--- src/hw/sbsp_pkg.sv ---
package sbsp_pkg;
  // word widths of the four organisations
  localparam int DW_X8 = 8;
  localparam int DW_X9 = 9;
  localparam int DW_X18 = 18;
  localparam int DW_X36 = 36;
  // address widths per organisation
  localparam int AW_X8 = 22;
  localparam int AW_X18 = 21;
  localparam int AW_X36 = 20;
  // write mask lanes
  localparam int NIB_W = 4;
  localparam int BYTE_W = 9;
  localparam int BWS_W = 4;
  localparam int NWS_W = 2;
  // words per loaded address
  localparam int BURST_LEN = 2;
  // controller divider: sys_clk cycles per half period of the link clock
  localparam int K_HALF_CYC = 8;
  // flop-backed array depth in index bits, queue depth in entries, kept small on purpose
  localparam int MEM_IDX_W = 4;
  localparam int FIFO_DEPTH = 4;
  // reset levels
  localparam logic RST_STROBE_N = 1'b1;
  localparam logic RST_CLK = 1'b0;

  function automatic int addr_w(input int dw);
    return (dw <= DW_X9) ? AW_X8 : ((dw == DW_X18) ? AW_X18 : AW_X36);
  endfunction

  function automatic int lane_w(input int dw);
    return (dw == DW_X8) ? NIB_W : BYTE_W;
  endfunction
endpackage

--- src/hw/sbsp_link_if.sv ---
`timescale 1ns/1ns
`default_nettype none
interface sbsp_link_if #(
  parameter int DW = sbsp_pkg::DW_X36,
  parameter int AW = sbsp_pkg::addr_w(DW)
);
  logic k;
  logic k_n;
  logic c;
  logic c_n;
  logic load_strobe_n;
  logic read_not_write;
  logic [AW-1:0] addr;
  logic [DW-1:0] d;
  logic [sbsp_pkg::BWS_W-1:0] byte_write_mask_n;
  logic [sbsp_pkg::NWS_W-1:0] nibble_write_mask_n;
  logic [DW-1:0] q;
  logic q_oe;
  logic return_timing_out;
  logic return_timing_out_n;

  modport dev (
    input k, k_n, c, c_n, load_strobe_n, read_not_write, addr, d,
    input byte_write_mask_n, nibble_write_mask_n,
    output q, q_oe, return_timing_out, return_timing_out_n
  );

  modport ctrl (
    output k, k_n, c, c_n, load_strobe_n, read_not_write, addr, d,
    output byte_write_mask_n, nibble_write_mask_n,
    input q, q_oe, return_timing_out, return_timing_out_n
  );
endinterface
`default_nettype wire

--- src/hw/sbsp_ctrl.sv ---
`timescale 1ns/1ns
`default_nettype none
module sbsp_fifo #(
  parameter int W = 8,
  parameter int DEPTH = sbsp_pkg::FIFO_DEPTH
) (
  input wire logic sys_clk,
  input wire logic rst_n,
  input wire logic in_valid,
  output logic in_ready,
  input wire logic [W-1:0] in_data,
  output logic out_valid,
  input wire logic out_ready,
  output logic [W-1:0] out_data
);
  import sbsp_pkg::*;

  localparam int PW = $clog2(DEPTH);

  logic [W-1:0] mem_ff [DEPTH];
  logic [W-1:0] nxt_mem [DEPTH];
  logic [PW:0] wr_ptr_ff;
  logic [PW:0] nxt_wr_ptr;
  logic [PW:0] rd_ptr_ff;
  logic [PW:0] nxt_rd_ptr;
  logic full;
  logic empty;

  // extra pointer bit tells full from empty; depth must be a power of two
  assign empty = wr_ptr_ff == rd_ptr_ff;
  assign full = (wr_ptr_ff ^ rd_ptr_ff) == {1'b1, {PW{1'b0}}};
  assign in_ready = ~full;
  assign out_valid = ~empty;
  assign out_data = mem_ff[rd_ptr_ff[PW-1:0]];

  always_comb
  begin
    nxt_mem = mem_ff;
    nxt_wr_ptr = wr_ptr_ff;
    nxt_rd_ptr = rd_ptr_ff;
    if (in_valid && !full)
    begin
      nxt_mem[wr_ptr_ff[PW-1:0]] = in_data;
      nxt_wr_ptr = wr_ptr_ff + 1'b1;
    end
    if (out_ready && !empty)
      nxt_rd_ptr = rd_ptr_ff + 1'b1;
  end

  always_ff @(posedge sys_clk)
  begin
    mem_ff <= nxt_mem;
  end

  always_ff @(posedge sys_clk or negedge rst_n)
  begin
    if (!rst_n)
    begin
      wr_ptr_ff <= '0;
      rd_ptr_ff <= '0;
    end
    else
    begin
      wr_ptr_ff <= nxt_wr_ptr;
      rd_ptr_ff <= nxt_rd_ptr;
    end
  end
endmodule

module sbsp_ctrl #(
  parameter int DW = sbsp_pkg::DW_X36,
  parameter int AW = sbsp_pkg::addr_w(DW),
  parameter int HALF = sbsp_pkg::K_HALF_CYC,
  parameter int DEPTH = sbsp_pkg::FIFO_DEPTH
) (
  input wire logic sys_clk,
  input wire logic rst_n,
  input wire logic req_valid,
  output logic req_ready,
  input wire logic req_write,
  input wire logic [AW-1:0] req_addr,
  input wire logic [DW-1:0] req_data0,
  input wire logic [DW-1:0] req_data1,
  input wire logic [sbsp_pkg::BWS_W-1:0] req_mask0_n,
  input wire logic [sbsp_pkg::BWS_W-1:0] req_mask1_n,
  output logic rd_valid,
  output logic [DW-1:0] rd_data0,
  output logic [DW-1:0] rd_data1,
  sbsp_link_if.ctrl link
);
  import sbsp_pkg::*;

  localparam int FW = 1 + AW + 2 * DW + 2 * BWS_W;
  localparam int CW = $clog2(2 * HALF);
  localparam logic [CW-1:0] LAST = CW'(2 * HALF - 1);
  localparam logic [CW-1:0] LOAD_PT = CW'(HALF + HALF / 2);
  localparam logic [CW-1:0] W1_PT = CW'(HALF / 2);
  localparam logic [CW-1:0] S0_PT = CW'(HALF - 1);

  logic [FW-1:0] head;
  logic head_valid;
  logic pop;
  logic h_write;
  logic [AW-1:0] h_addr;
  logic [DW-1:0] h_d0;
  logic [DW-1:0] h_d1;
  logic [BWS_W-1:0] h_m0;
  logic [BWS_W-1:0] h_m1;
  logic [CW-1:0] cnt_ff, nxt_cnt;
  logic slot_ff, nxt_slot;
  logic k_ff, nxt_k;
  logic ld_n_ff, nxt_ld_n;
  logic rnw_ff, nxt_rnw;
  logic [AW-1:0] addr_ff, nxt_addr;
  logic [DW-1:0] d_ff, nxt_d;
  logic [BWS_W-1:0] mask_ff, nxt_mask;
  logic [DW-1:0] hold_d_ff, nxt_hold_d;
  logic [BWS_W-1:0] hold_m_ff, nxt_hold_m;
  logic wr_iss_ff, nxt_wr_iss;
  logic rd_iss_ff, nxt_rd_iss;
  logic [1:0] rd_pipe_ff, nxt_rd_pipe;
  logic rd_valid_ff, nxt_rd_valid;
  logic [DW-1:0] rd0_ff, nxt_rd0;
  logic [DW-1:0] rd1_ff, nxt_rd1;
  logic [DW:0] q_sync1_ff;
  logic [DW:0] q_sync2_ff;
  logic s_q_oe;
  logic [DW-1:0] s_q;

  // requests queue here; a full queue stalls the user
  sbsp_fifo #(.W(FW), .DEPTH(DEPTH)) sbsp_fifo_inst (
    .sys_clk(sys_clk),
    .rst_n(rst_n),
    .in_valid(req_valid),
    .in_ready(req_ready),
    .in_data({req_write, req_addr, req_data0, req_data1, req_mask0_n, req_mask1_n}),
    .out_valid(head_valid),
    .out_ready(pop),
    .out_data(head)
  );

  assign {h_write, h_addr, h_d0, h_d1, h_m0, h_m1} = head;

  // read bus is timed by the device's clocks, so it takes two flops;
  // the sample points sit late enough in each phase to absorb them
  always_ff @(posedge sys_clk or negedge rst_n)
  begin
    if (!rst_n)
    begin
      q_sync1_ff <= '0;
      q_sync2_ff <= '0;
    end
    else
    begin
      q_sync1_ff <= {link.q_oe, link.q};
      q_sync2_ff <= q_sync1_ff;
    end
  end

  assign {s_q_oe, s_q} = q_sync2_ff;

  // divider makes the link clock; data moves mid-phase, far from edges
  always_comb
  begin
    nxt_cnt = (cnt_ff == LAST) ? '0 : cnt_ff + 1'b1;
    nxt_k = nxt_cnt < CW'(HALF);
    nxt_slot = slot_ff;
    nxt_ld_n = ld_n_ff;
    nxt_rnw = rnw_ff;
    nxt_addr = addr_ff;
    nxt_d = d_ff;
    nxt_mask = mask_ff;
    nxt_hold_d = hold_d_ff;
    nxt_hold_m = hold_m_ff;
    nxt_wr_iss = wr_iss_ff;
    nxt_rd_iss = rd_iss_ff;
    nxt_rd_pipe = rd_pipe_ff;
    nxt_rd_valid = 1'b0;
    nxt_rd0 = rd0_ff;
    nxt_rd1 = rd1_ff;
    pop = 1'b0;
    if (cnt_ff == LAST)
    begin
      nxt_slot = ~slot_ff;
      nxt_rd_pipe = {rd_pipe_ff[0], rd_iss_ff};
    end
    if (cnt_ff == LOAD_PT)
    begin
      nxt_ld_n = 1'b1;
      nxt_d = '0;
      nxt_mask = '1;
      nxt_wr_iss = 1'b0;
      nxt_rd_iss = 1'b0;
      // writes only in odd-to-even slots, reads in the others; a head of
      // the wrong kind waits one period
      if (head_valid && (h_write == slot_ff))
      begin
        pop = 1'b1;
        nxt_ld_n = 1'b0;
        nxt_rnw = ~h_write;
        nxt_addr = h_addr;
        nxt_d = h_d0;
        nxt_mask = h_m0;
        nxt_hold_d = h_d1;
        nxt_hold_m = h_m1;
        nxt_wr_iss = h_write;
        nxt_rd_iss = ~h_write;
      end
    end
    if (cnt_ff == W1_PT && wr_iss_ff)
    begin
      nxt_d = hold_d_ff;
      nxt_mask = hold_m_ff;
    end
    // read words come back one period after the load
    if (rd_pipe_ff[1] && s_q_oe && cnt_ff == S0_PT)
      nxt_rd0 = s_q;
    if (rd_pipe_ff[1] && cnt_ff == LAST)
    begin
      nxt_rd1 = s_q;
      nxt_rd_valid = 1'b1;
    end
  end

  always_ff @(posedge sys_clk or negedge rst_n)
  begin
    if (!rst_n)
    begin
      cnt_ff <= '0;
      slot_ff <= 1'b0;
      k_ff <= RST_CLK;
      ld_n_ff <= RST_STROBE_N;
      rnw_ff <= 1'b1;
      addr_ff <= '0;
      d_ff <= '0;
      mask_ff <= '1;
      hold_d_ff <= '0;
      hold_m_ff <= '1;
      wr_iss_ff <= 1'b0;
      rd_iss_ff <= 1'b0;
      rd_pipe_ff <= '0;
      rd_valid_ff <= 1'b0;
      rd0_ff <= '0;
      rd1_ff <= '0;
    end
    else
    begin
      cnt_ff <= nxt_cnt;
      slot_ff <= nxt_slot;
      k_ff <= nxt_k;
      ld_n_ff <= nxt_ld_n;
      rnw_ff <= nxt_rnw;
      addr_ff <= nxt_addr;
      d_ff <= nxt_d;
      mask_ff <= nxt_mask;
      hold_d_ff <= nxt_hold_d;
      hold_m_ff <= nxt_hold_m;
      wr_iss_ff <= nxt_wr_iss;
      rd_iss_ff <= nxt_rd_iss;
      rd_pipe_ff <= nxt_rd_pipe;
      rd_valid_ff <= nxt_rd_valid;
      rd0_ff <= nxt_rd0;
      rd1_ff <= nxt_rd1;
    end
  end

  // output clocks mirror the input clocks; the device may ignore them
  assign link.k = k_ff;
  assign link.k_n = ~k_ff;
  assign link.c = k_ff;
  assign link.c_n = ~k_ff;
  assign link.load_strobe_n = ld_n_ff;
  assign link.read_not_write = rnw_ff;
  assign link.addr = addr_ff;
  assign link.d = d_ff;
  assign link.byte_write_mask_n = mask_ff;
  assign link.nibble_write_mask_n = mask_ff[NWS_W-1:0];
  assign rd_valid = rd_valid_ff;
  assign rd_data0 = rd0_ff;
  assign rd_data1 = rd1_ff;
endmodule
`default_nettype wire

--- src/flat_wrapper.sv ---
// flat-port wrapper written by rule: the top's interface ports become plain ports
module sbsp_ctrl_flat import sbsp_pkg::*;
#(
  parameter int DW = sbsp_pkg::DW_X36,
  parameter int AW = sbsp_pkg::addr_w(DW),
  parameter int HALF = sbsp_pkg::K_HALF_CYC,
  parameter int DEPTH = sbsp_pkg::FIFO_DEPTH
)
  (sys_clk, rst_n, req_valid, req_ready, req_write, req_addr, req_data0, req_data1, req_mask0_n, req_mask1_n, rd_valid, rd_data0, rd_data1, link_k, link_k_n, link_c, link_c_n, link_load_strobe_n, link_read_not_write, link_addr, link_d, link_byte_write_mask_n, link_nibble_write_mask_n, link_q, link_q_oe, link_return_timing_out, link_return_timing_out_n);
  sbsp_link_if #(.DW(DW), .AW(AW)) link_i ();
  input wire logic sys_clk;
  input wire logic rst_n;
  input wire logic req_valid;
  output logic req_ready;
  input wire logic req_write;
  input wire logic [AW-1:0] req_addr;
  input wire logic [DW-1:0] req_data0;
  input wire logic [DW-1:0] req_data1;
  input wire logic [sbsp_pkg::BWS_W-1:0] req_mask0_n;
  input wire logic [sbsp_pkg::BWS_W-1:0] req_mask1_n;
  output logic rd_valid;
  output logic [DW-1:0] rd_data0;
  output logic [DW-1:0] rd_data1;
  output wire logic [$bits(link_i.k)-1:0] link_k;
  output wire logic [$bits(link_i.k_n)-1:0] link_k_n;
  output wire logic [$bits(link_i.c)-1:0] link_c;
  output wire logic [$bits(link_i.c_n)-1:0] link_c_n;
  output wire logic [$bits(link_i.load_strobe_n)-1:0] link_load_strobe_n;
  output wire logic [$bits(link_i.read_not_write)-1:0] link_read_not_write;
  output wire logic [$bits(link_i.addr)-1:0] link_addr;
  output wire logic [$bits(link_i.d)-1:0] link_d;
  output wire logic [$bits(link_i.byte_write_mask_n)-1:0] link_byte_write_mask_n;
  output wire logic [$bits(link_i.nibble_write_mask_n)-1:0] link_nibble_write_mask_n;
  input wire logic [$bits(link_i.q)-1:0] link_q;
  input wire logic [$bits(link_i.q_oe)-1:0] link_q_oe;
  input wire logic [$bits(link_i.return_timing_out)-1:0] link_return_timing_out;
  input wire logic [$bits(link_i.return_timing_out_n)-1:0] link_return_timing_out_n;
  assign link_k = link_i.k;
  assign link_k_n = link_i.k_n;
  assign link_c = link_i.c;
  assign link_c_n = link_i.c_n;
  assign link_load_strobe_n = link_i.load_strobe_n;
  assign link_read_not_write = link_i.read_not_write;
  assign link_addr = link_i.addr;
  assign link_d = link_i.d;
  assign link_byte_write_mask_n = link_i.byte_write_mask_n;
  assign link_nibble_write_mask_n = link_i.nibble_write_mask_n;
  assign link_i.q = link_q;
  assign link_i.q_oe = link_q_oe;
  assign link_i.return_timing_out = link_return_timing_out;
  assign link_i.return_timing_out_n = link_return_timing_out_n;
  sbsp_ctrl #(.DW(DW), .AW(AW), .HALF(HALF), .DEPTH(DEPTH)) u_core (.sys_clk(sys_clk), .rst_n(rst_n), .req_valid(req_valid), .req_ready(req_ready), .req_write(req_write), .req_addr(req_addr), .req_data0(req_data0), .req_data1(req_data1), .req_mask0_n(req_mask0_n), .req_mask1_n(req_mask1_n), .rd_valid(rd_valid), .rd_data0(rd_data0), .rd_data1(rd_data1), .link(link_i));
endmodule
--- config.mk ---
export PLATFORM = sky130hd
export DESIGN_NAME = sbsp_ctrl_flat
export DESIGN_NICKNAME = d
export VERILOG_FILES = /design/src/hw/sbsp_pkg.sv /design/src/hw/sbsp_link_if.sv /design/src/hw/sbsp_ctrl.sv /design/src/flat_wrapper.sv
export SDC_FILE = /design/constraint.sdc
export NUM_CORES = 1
export LEC_CHECK = 0
export BUFFER_PORTS_ARGS = -buffer_cell sky130_fd_sc_hd__buf_4
export CORE_ASPECT_RATIO = 0.8
export CORE_MARGIN = 2
export CORE_UTILIZATION = 35
export CTS_CLUSTER_SIZE = 8
export DETAILED_ROUTE_END_ITERATION = 10
export PLACE_DENSITY = 0.5
export SLEW_MARGIN = 25
export SYNTH_ARGS = -nofsm -noshare
export SYNTH_HDL_FRONTEND = slang
export SYNTH_SLANG_ARGS = --single-unit
--- constraint.sdc ---
create_clock -name sys_clk -period 5.3 [get_ports sys_clk]
set_input_delay 0.53 -clock sys_clk [delete_from_list [all_inputs] [get_ports sys_clk]]
set_output_delay 0.53 -clock sys_clk [all_outputs]
set_load 0.05 [all_outputs]
-- Yosys cells after proc, flatten, opt, wreduce, memory -nomap -nowiden
Index checks and enable logic that the tools add are counted.
- flip-flop bits (word level): 669
- input port bits: 143
- output and inout port bits: 142
- logic and storage cells: 77
- $add $sub $neg: 3
- magnitude comparators: 4
- equal/unequal tests: 7
- mux-type cells: 19
- bitwise operators: 8
- reductions and logical operators: 12
- operators by type and width (cell ; count):
    $bwmux W404 ; 1
    $mux W101 ; 3
    $bmux W101 S2 ; 1
    $demux W101 S2 ; 1
    $mux W36 ; 3
    $mux W4 ; 4
    $eq A4 B3 Y1 const B ; 2
    $eq A4 B4 Y1 const B ; 2
    $logic_and A1 B1 Y1 ; 8
    $add A3 B1 Y3 const B ; 2
    $ge A3 B3 Y1 const B ; 2
    $mux W1 ; 6
    $not A2 Y3 ; 2
    $not A1 Y1 ; 5
    $add A4 B1 Y4 const B ; 1
    $lt A4 B4 Y1 const B ; 1
    $eq A3 B3 Y1 ; 1
    $eq A3 B3 Y1 const B ; 1
    $lt A3 B1 Y1 const B ; 1
    $xor A3 B3 Y3 ; 1
    $logic_not A1 Y1 ; 2
    $reduce_and A2 Y1 ; 1
    $reduce_bool A2 Y1 ; 1
    $eq A1 B1 Y1 ; 1

-- Depth between registers and ports, before layout
Gate-level depths: netlist of run 1.
- depth in word-level cells: 9
- depth in mapped cells: 8
- depth with buffers taken out: 6

-- Cells and area by module
A second synthesis of run 1 with hierarchy kept.
- cells, all modules: 1150
- area, all modules: 24325.8 um^2
- by module, submodules not included (module ; times used ; cells an instance ; area an instance (um^2) ; sequential area each (um^2)):
    sbsp_fifo ; 1 ; 574 ; 15069.5 ; 12281.8
    sbsp_ctrl ; 1 ; 576 ; 9256.4 ; 6493.7

-- Worst setup path after synthesis of run 1
Ideal clock, no wire load.
- kind: reg-to-reg
- from: register u_core.sbsp_fifo_inst.rd_ptr_ff[1]
- to: register u_core.sbsp_fifo_inst.mem_ff[0] (netlist name), enable pin
- library setup time: 473 ps
- arrival time: 3469 ps
- required time: 4827 ps
- setup slack: 1358 ps
- cell stages (with the launch flop): 5
- path buffers: 1
- clock period less this slack: 3942 ps
- cell sequence: dfrtp_1 clkbuf_1 xnor2_1 a31oi_1 and2_1
- longest elaborated chain between the ends: 4
- ends and longest elaborated chain (item ; line ; source):
    start: declaration ; sbsp_ctrl.sv:24 ; logic [PW:0] rd_ptr_ff;
    start signal: assignment ; sbsp_ctrl.sv:65 ; rd_ptr_ff <= nxt_rd_ptr;
    $xor A3 B3 Y3 ; sbsp_ctrl.sv:31 ; assign full = (wr_ptr_ff ^ rd_ptr_ff) == {1'b1, {PW{1'b0}}};
    $eq A3 B3 Y1 ; sbsp_ctrl.sv:31 ;
    $logic_not A1 Y1 ; sbsp_ctrl.sv:41 ; if (in_valid && !full)
    $logic_and A1 B1 Y1 ; sbsp_ctrl.sv:41 ;
    end signal: assignment ; sbsp_ctrl.sv:52 ; mem_ff <= nxt_mem;
    end: declaration ; sbsp_ctrl.sv:20 ; logic [W-1:0] mem_ff [DEPTH];
No other way between the ends.
A chain may end at the register's enable or synchronous reset.

-- Final worst setup path of run 1
- from: register u_core.sbsp_fifo_inst.rd_ptr_ff[0]
- to: register u_core.addr_ff[7], in the netlist u_core.link.addr[7]
- longest elaborated chain between the ends: 7
- elaborated cells on any way between the ends: 9
- classes of those cells: eq/ne (2); mux (3); bitwise (2); reduce/logical (2)
- ends and longest elaborated chain (item ; line ; source):
    $not A2 Y3 (not written as such) ; sbsp_ctrl.sv:34 ; assign out_data = mem_ff[rd_ptr_ff[PW-1:0]];
    $bmux W101 S2 ; sbsp_ctrl.sv:34 ;
    $mux W101 (not written as such) (2 in series) ; sbsp_ctrl.sv:34 ;
    $eq A1 B1 Y1 ; sbsp_ctrl.sv:196 ; if (head_valid && (h_write == slot_ff))
    $logic_and A1 B1 Y1 ; sbsp_ctrl.sv:196 ;
    $reduce_and A2 Y1 (no line) ; - ;
    end signal: assignment ; sbsp_ctrl.sv:253 ; addr_ff <= nxt_addr;
    end: declaration ; sbsp_ctrl.sv:114 ; logic [AW-1:0] addr_ff, nxt_addr;
Parallel ways exist; a longest one is shown, timed or not. The select of a mux whose other input is x is not followed.

==> metrics.md, run 1 <==
| Metric | Value |
|---|---|
| Number of failing setup endpoints in the final timing report | `0` |
| Number of endpoints with negative hold slack in the final report | `0` |
| WL per Instance | `21.3 um` |
| Avg Cell Area, Syn | `20.9 um^2` |
| Sum of routed wire segments on met1 | `23.0 mm` |
| Setup repair after global routing missed its margin | `false` |
| Cell family with the largest share of critical-path delay | `multiplexers` |
| Floorplan die width | `297 um` |
| Cells resized by post-CTS repair | `0` |
| Share of power burned in the clock network | `32.5%` |
| Part of the Yosys area used for sequential elements | `78.1%` |
| Xor and xnor area share after synthesis | `0.395%` |
| FFs w/ async S/R, synth | `39.6%` |
| Netlist area before placement | `0.0240 mm^2` |
| Fillers | `5926` |
| DP HPWL | `30.9 mm` |
| Worst supply voltage drop on vdd | `308 uV` |
| Actual slew at the worst max-slew pin | `1.04 ns` |
| Arrival @ worst endpoint | `3.95 ns` |
| P&R area growth vs syn | `26.3%` |
| Boundary Pins | `285` |
| Main synth FF type | `sky130_fd_sc_hd__edfxtp_1` |
| Cell Pwr Density | `554 mW/mm^2` |
| Worst-case clock buffer depth | `3` |
| Area leader, netlist | `sky130_fd_sc_hd__edfxtp_1` |
| Setup TNS | `0 ns` |
| Synthesized instance count | `1149` |
| Arithmetic-cell share of the synthesized area counting full adders, half adders and majority gates | `0.364%` |
| Sw Pwr | `5.02 mW` |
| Total area of multi-input combinational cells | `0.00482 mm^2` |
| Proportion of synthesized area in mux cells | `16.1%` |
| Synthesized-area fraction occupied by ao, oa, aoi and oai cells | `2.26%` |
| GP Congestion | `0.709` |
| Proportion of total power due to net switching | `29.8%` |
| Top routing layer in use | `met5` |
| Worst path cell trace | `mux4_2 -> xnor2_2 -> and3_4 -> buf_4 -> mux2_2` |
| CP Capture Type | `register` |
| TritonCTS clock tree | `yes` |
| Internal Pwr Total | `11.8 mW` |
| Largest net degree at the start of global routing | `116` |
| Number of remaining DRC errors | `0` |
| Synth unique cells | `37` |
| Leakage | `11.9 nW` |
| Cell with the largest stage delay on the worst path | `sky130_fd_sc_hd__dfrtp_4` |
| Critical path required time | `5.79 ns` |
| Highest clock rate | `289 MHz` |
| Share of the clock period used by the worst path after layout | `65.2%` |
| Clock sink total | `669` |
| Number of antenna violations at the first check in global routing | `10` |
| Via count | `11800` |
| Cell types with the largest area share after synthesis | `sky130_fd_sc_hd__edfxtp_1, sky130_fd_sc_hd__dfrtp_1, sky130_fd_sc_hd__mux4_2` |
| Area fraction of the dominant cell type after synthesis | `50.4%` |
| Share of layout cells above drive strength 1 | `41.1%` |
| Number of global-route vias before repair | `12800` |
| Remaining max-slew budget at the tightest pin | `30.8%` |
| Global route overflow | `0` |
| Critical Path Max Stage Delay | `0.87 ns` |
| Total Nets Final | `1681` |
| Fin Clk Skew | `0.0242 ns` |
| Wire length on met3 | `3.49 mm` |
| Worst Hold Margin | `0.0948 ns` |
| Area used by sequential logic in the layout | `0.0188 mm^2` |
| Combinational share of power | `24.0%` |
| EDFF count, synth | `404` |
| Startpoint kind of the worst setup timing path | `register` |
| Clock transition at path regs | `0.05 ns` |
| Total track usage | `15.3%` |
| Iteration-0 DRC Markers | `568` |
| Post-Synth Simple-Gate Area | `0.770%` |
| Initial cell density of the core | `35.6%` |
| Synth top cells by count | `sky130_fd_sc_hd__edfxtp_1, sky130_fd_sc_hd__dfrtp_1, sky130_fd_sc_hd__mux2_2, sky130_fd_sc_hd__mux4_2, sky130_fd_sc_hd__inv_1` |
| CORE AREA | `0.0676 mm^2` |
| Start-to-end type of the worst setup path | `register to register` |
| Placed Instances | `2311` |
| DRT Wirelength | `53.5 mm` |
| Worst min-delay path category | `input port to register` |
| Largest driver fanout on the critical path | `35` |
| Initial DRT Pass Iterations | `4` |
| Routed via count divided by cell count | `4.70` |
| Total CTS buffers | `93` |
| Min Clock Period, post-route | `3.46 ns` |
| Run status | `completed` |
| Syn_nets | `1299` |
| ANT nets after route | `0` |
| Number of synthesized register bits | `669` |
| Die Area | `0.0708 mm^2` |
| Final core utilization | `44.9%` |
| Number of buffers and inverters on the critical path | `1` |
| Total of warnings raised by yosys | `0` |
| Buffers added on ports | `282` |
| Pins over their slew limit | `0` |
| Largest family of logic cells by synthesized area | `multiplexers` |
| Wire length on met2 | `25.7 mm` |
| Die H | `238 um` |
| CTS Root Buffer Type | `sky130_fd_sc_hd__clkbuf_16` |
| Cell area after placement | `0.0273 mm^2` |
| Source-to-sink clock delay at the later pin of the worst-skew pair | `0.63 ns` |
| CTS H-tree lvls | `3` |
| Flop pwr share | `43.5%` |
| Post-route insts no fill | `2514` |
| Max-cap check violation count | `0` |
| Global-route wire length before repair | `81.1 mm` |
| Count leader, synth | `sky130_fd_sc_hd__edfxtp_1` |
| Number of rows created at floorplan | `85` |
| Final instance area | `0.0304 mm^2` |
final timing paths:
check / start / slack (ns) / to / depth (start not counted)
worst max-delay path: u_core.sbsp_fifo_inst.rd_ptr_ff[0] / 1.84 / u_core.link.addr[7] / 5
worst min-delay path: req_data1[19] / 0.09 / u_core.sbsp_fifo_inst.mem_ff[128] / 1
worst max register to register: u_core.sbsp_fifo_inst.rd_ptr_ff[0] / 1.84 / u_core.link.addr[7] / 5
worst min register to register: u_core.q_sync1_ff[4] / 0.33 / u_core.q_sync2_ff[4] / 0
max in group asynchronous: rst_n / 3.72 / u_core.q_sync2_ff[2] / 3
min in group asynchronous: rst_n / 0.48 / u_core.q_sync1_ff[13] / 2
logic make-up (layout without fill, tap and decap cells):
family | count (synthesis) | after routing
XOR/XNOR | 10 | 10
adder cells (fa/ha/maj) | 7 | 7
multiplexers | 237 | 237
other | 0 | 3
flip-flops | 669 | 669
buffers and inverters | 102 | 551
AO/OA/AOI/OAI | 88 | 88
AND/OR/NAND/NOR | 36 | 36
registers in the layout (all words and copies together) (netlist names), 2 cells and up:
name,flops
u_core.sbsp_fifo_inst.wr_ptr_ff,3
u_core.rd_data0,36
u_core.sbsp_fifo_inst.rd_ptr_ff,3
u_core.rd_data1,36
u_core.hold_m_ff,4
u_core.rd_pipe_ff,2
u_core.link.byte_write_mask_n,4
u_core.q_sync2_ff,37
u_core.cnt_ff,4
u_core.q_sync1_ff,37
u_core.hold_d_ff,36
u_core.link.d,36
u_core.link.addr,20
u_core.sbsp_fifo_inst.mem_ff,404
through the flow:
stage	setup slack, ns	total power [mW]
4_1_cts	1.74	17.2
3_5_place_dp	1.76	11.6
3_3_place_gp	1.79	11.5
5_1_grt	1.63	17.7
2_1_floorplan	1.36	10.2
6_report	1.84	16.8
timing repair:
action | 4_1_cts | 5_1_grt
hold buffers | 38 | 0
endpoints found under the hold margin | 110 | 0
setup buffers | 0 | 0
layer usage:
metal | track usage, % | vias to the layer above
met5 | 0 | -
met4 | 4.39 | 16
met3 | 5.19 | 106
met2 | 24.7 | 296
met1 | 19.7 | 6148
li1 | - | 5245
layout make-up:
class	count	area share, %
diodes	3	0.0247
clock buffers	157	8.59
flip-flops and latches	669	61.8
inverters	47	0.581
repair buffers	342	9.01
clock inverters	5	0.313
multi-input cells	378	15.9
well taps	913	3.76
placed cells by master, fill, tap and decap left out, drive strengths merged, types with 3 or more instances in the layout:
master	count
mux2	135
ha	7
nand3	4
and3	3
inv	50
and2	4
diode	3
o22ai	4
a22oi	37
o21ai	40
xnor2	7
dfstp	10
dlygate4sd3	38
dfrtp	255
nor2	7
nand2	11
a21oi	5
edfxtp	404
buf	304
xor2	3
mux4	101
clkbuf	157
worst reg2reg max path, stage by stage (launching register included):
cell and delay [ns]:
sky130_fd_sc_hd__dfrtp_4 0.87, sky130_fd_sc_hd__mux4_2 0.64, sky130_fd_sc_hd__xnor2_2 0.23, sky130_fd_sc_hd__and3_4 0.73
sky130_fd_sc_hd__buf_4 0.46, sky130_fd_sc_hd__mux2_2 0.39
power groups by stage:
stage	clock, mW	combinational [mW]	sequential (mW)
final	5.48	4.03	7.32
after global routing	5.89	4.33	7.45
after CTS	5.66	4.15	7.35
after detailed placement	0	4.12	7.43
after global placement	0	4.11	7.38
after floorplan	0	2.05	8.11
Power figures use the tool's default switching activity.
==> run 2, diff against run 1 <==
ABC_AREA = 1   (was not set)
PLACE_DENSITY = 0.49   (was 0.5)
clock period = 3.6 ns   (was 5.3 ns; I/O delays follow)
==> run 2 against run 1 <==
Against the previous run:
- utilization grew 0.21 points
- first-iteration DRC count up 100%
- design area up 7.1%
- clock power grew 43%
- global-route usage is 2.6 points higher
- worst setup slack got worse by 0.99 ns
- fmax increased by 26%
- worst hold slack better by 0.25 ns
==> metrics.md, run 2 <==
| Metric | Value |
|---|---|
| Run status | `completed` |
| Total Nets Final | `2752` |
| Syn_nets | `2339` |
| Leakage | `13.9 nW` |
| Global route overflow | `0` |
| P&R area growth vs syn | `27.6%` |
| Total track usage | `17.9%` |
| Fin Clk Skew | `0.0223 ns` |
| Remaining max-slew budget at the tightest pin | `29.9%` |
| Area leader, netlist | `sky130_fd_sc_hd__edfxtp_1` |
| Routed via count divided by cell count | `4.77` |
| Initial DRT Pass Iterations | `5` |
| Cell family with the largest share of critical-path delay | `buffers and inverters` |
| Global-route wire length before repair | `103 mm` |
| Register with the highest flop count | `u_core.sbsp_fifo_inst.mem_ff` |
| Leading cell types in the layout, fill and taps excluded | `sky130_fd_sc_hd__nand2_1, sky130_fd_sc_hd__edfxtp_1, sky130_fd_sc_hd__nor2_1` |
| Share of power burned in the clock network | `29.4%` |
| Setup repair after global routing missed its margin | `false` |
| Fillers | `6615` |
| Cell types with the largest area share after synthesis | `sky130_fd_sc_hd__edfxtp_1, sky130_fd_sc_hd__dfrtp_1, sky130_fd_sc_hd__nand2_1` |
| Worst-case clock buffer depth | `3` |
| Worst supply voltage drop on vdd | `1070 uV` |
| ANT nets after route | `0` |
| Start-to-end type of the worst setup path | `register to register` |
| Floorplan die width | `306 um` |
| Number of rows created at floorplan | `88` |
| Main synth FF type | `sky130_fd_sc_hd__edfxtp_1` |
| Cells resized by post-CTS repair | `0` |
| Initial cell density of the core | `35.4%` |
| EDFF count, synth | `404` |
| Setup TNS | `0 ns` |
| Crit path top cell by count | `sky130_fd_sc_hd__nand2_1` |
| DRT Wirelength | `67.2 mm` |
| Synth top cells by count | `sky130_fd_sc_hd__nand2_1, sky130_fd_sc_hd__edfxtp_1, sky130_fd_sc_hd__nor2_1, sky130_fd_sc_hd__dfrtp_1, sky130_fd_sc_hd__o21ai_0` |
| Number of failing setup endpoints in the final timing report | `0` |
| Hold path start | `u_core.q_sync1_ff[2]` |
| Combinational share of power | `30.5%` |
| Final instance area | `0.0325 mm^2` |
| CP Capture Type | `register` |
| Placement Setup Slack | `0.872 ns` |
| Part of the Yosys area used for sequential elements | `73.6%` |
| Number of antenna violations at the first check in global routing | `6` |
| TritonCTS clock tree | `yes` |
| Cell area after placement | `0.0286 mm^2` |
| Boundary Pins | `285` |
| Avg Cell Area, Syn | `11.7 um^2` |
| Tot Pwr | `26.6 mW` |
| Critical path required time | `4.15 ns` |
| Synth unique cells | `26` |
| Largest registers | `u_core.sbsp_fifo_inst.mem_ff x404, u_core.q_sync1_ff x37, u_core.q_sync2_ff x37` |
| Synthesized instance count | `2189` |
| Number of buffers and inverters on the critical path | `2` |
| Buffers added on ports | `282` |
| Worst min-delay path category | `register to register` |
| Most common library cell in the layout ignoring fill and taps | `sky130_fd_sc_hd__nand2_1` |
| Flop pwr share | `40.1%` |
| Number of endpoints with negative hold slack in the final report | `0` |
| CTS Root Buffer Type | `sky130_fd_sc_hd__clkbuf_16` |
| Largest driver fanout on the critical path | `73` |
| CORE AREA | `0.0721 mm^2` |
| Count leader, synth | `sky130_fd_sc_hd__nand2_1` |
| Clock sink total | `669` |
| Reg-to-Reg Start | `u_core.sbsp_fifo_inst.rd_ptr_ff[0]` |
| Die Area | `0.0751 mm^2` |
| Number of global-route vias before repair | `17200` |
| Largest register FFs | `404` |
| WL per Instance | `18.6 um` |
| Cell with the largest stage delay on the worst path | `sky130_fd_sc_hd__buf_4` |
| Worst path cell trace | `buf_4 -> buf_4 -> nand2_1 -> nand3_1 -> nand2_1 -> nor2_1 -> nand4_1 -> nand2_1` |
| Total of warnings raised by yosys | `0` |
| Critical Path Max Stage Delay | `0.72 ns` |
| Die H | `245 um` |
| Min Clock Period, post-route | `2.75 ns` |
| Number of remaining DRC errors | `0` |
| Share of the clock period used by the worst path after layout | `76.3%` |
| Sw Pwr | `9.60 mW` |
| Total CTS buffers | `93` |
| Max-cap check violation count | `0` |
| Number of synthesized register bits | `669` |
| Internal Pwr Total | `17.0 mW` |
| Startpoint kind of the worst setup timing path | `register` |
| Proportion of total power due to net switching | `36.2%` |
| Final critical-path setup slack | `0.853 ns` |
| FFs w/ async S/R, synth | `39.6%` |
| Iteration-0 DRC Markers | `1143` |
| CTS H-tree lvls | `3` |
| Critical path launch point | `u_core.sbsp_fifo_inst.rd_ptr_ff[0]` |
| Pins over their slew limit | `0` |
| Actual slew at the worst max-slew pin | `1.05 ns` |
| Source-to-sink clock delay at the later pin of the worst-skew pair | `0.62 ns` |
| Clock transition at path regs | `0.06 ns` |
| Largest net degree at the start of global routing | `115` |
| Final core utilization | `45.1%` |
| Via count | `17200` |
| Netlist area before placement | `0.0255 mm^2` |
| Arrival @ worst endpoint | `3.29 ns` |
| Area fraction of the dominant cell type after synthesis | `47.6%` |
| DP HPWL | `37.2 mm` |
| Share of layout cells above drive strength 1 | `16.6%` |
| Highest clock rate | `364 MHz` |
| Cell Pwr Density | `816 mW/mm^2` |
| GP Congestion | `0.757` |
run 2: cell count changes after synthesis, moves of 20 or more:
cell                      previous run  this run
sky130_fd_sc_hd__o21ai_1             0        41
sky130_fd_sc_hd__mux2_2            110         0
sky130_fd_sc_hd__nand3_1             4        56
sky130_fd_sc_hd__inv_1              47        78
sky130_fd_sc_hd__nor2_1              7       322
sky130_fd_sc_hd__mux4_2            101         0
sky130_fd_sc_hd__mux2_4             20         0
sky130_fd_sc_hd__o21ai_0            40       160
sky130_fd_sc_hd__nand4_1             2       102
sky130_fd_sc_hd__nand2_1            11       563
sky130_fd_sc_hd__buf_2               6        49
run 2: power by group through the flow:
stage | Clock, mW | Combinational (mW) | Sequential, mW
after global placement | 0 | 8.00 | 10.7
after detailed placement | 0 | 8.08 | 10.8
after CTS | 8.07 | 8.23 | 10.6
after global routing | 8.42 | 8.91 | 10.8
after floorplan | 0 | 4.07 | 12.1
final | 7.82 | 8.10 | 10.6
run 2: cell families after synthesis:
family | share of synthesized area (%)
XOR/XNOR | 0.240
AND/OR/NAND/NOR | 16.9
adder cells (fa/ha/maj) | 0.343
flip-flops | 73.6
buffers and inverters | 3.95
AO/OA/AOI/OAI | 5.00
run 2: per-stage QoR:
stage / hold slack [ns] / instances
after floorplan: 0.0644 / 2189
after global placement: 0.332 / 3312
after detailed placement: 0.335 / 3312
after CTS: 0.343 / 3604
after global routing: 0.352 / 3606
final: 0.341 / 3607
run 2: per-layer routing:
| layer | track usage (%) | vias to the layer above | part of all wire [%] |
|---|---|---|---|
| met5 | 0 | - | 0.080 |
| met4 | 5.49 | 8 | 2.5 |
| met3 | 3.72 | 123 | 4.6 |
| met2 | 30.0 | 338 | 49 |
| met1 | 23.5 | 8488 | 44 |
| li1 | - | 8245 | - |
run 2: final cells by class:
class                           instances  area, um^2  share of cell area, %
Inverter                               81         315                  0.969
Antenna cell                            3        7.51                 0.0231
Timing Repair Buffer                  455        3900                   12.0
Sequential cell                       669       18800                   57.7
Clock buffer                          150        2550                   7.84
Multi-Input combinational cell       1302        5780                   17.8
Clock inverter                          2        17.5                 0.0538
Tap cell                              945        1180                   3.63
run 2: what timing repair did:
action	CTS	global route
hold buffers	140	0
endpoints found under the hold margin	548	0
setup endpoints to repair	0	0
buffers inserted	0	0
run 2: final timing paths:
check                                        end  slack (ns)  cells past startpoint
max reg2reg                     u_core.link.d[7]        0.85                      8
min in group asynchronous  u_core.q_sync2_ff[17]        0.41                      2
max                             u_core.link.d[7]        0.85                      8
max in group asynchronous    u_core.rd_data0[34]        2.24                      3
min                         u_core.q_sync2_ff[2]        0.34                      0
min reg2reg                 u_core.q_sync2_ff[2]        0.34                      0
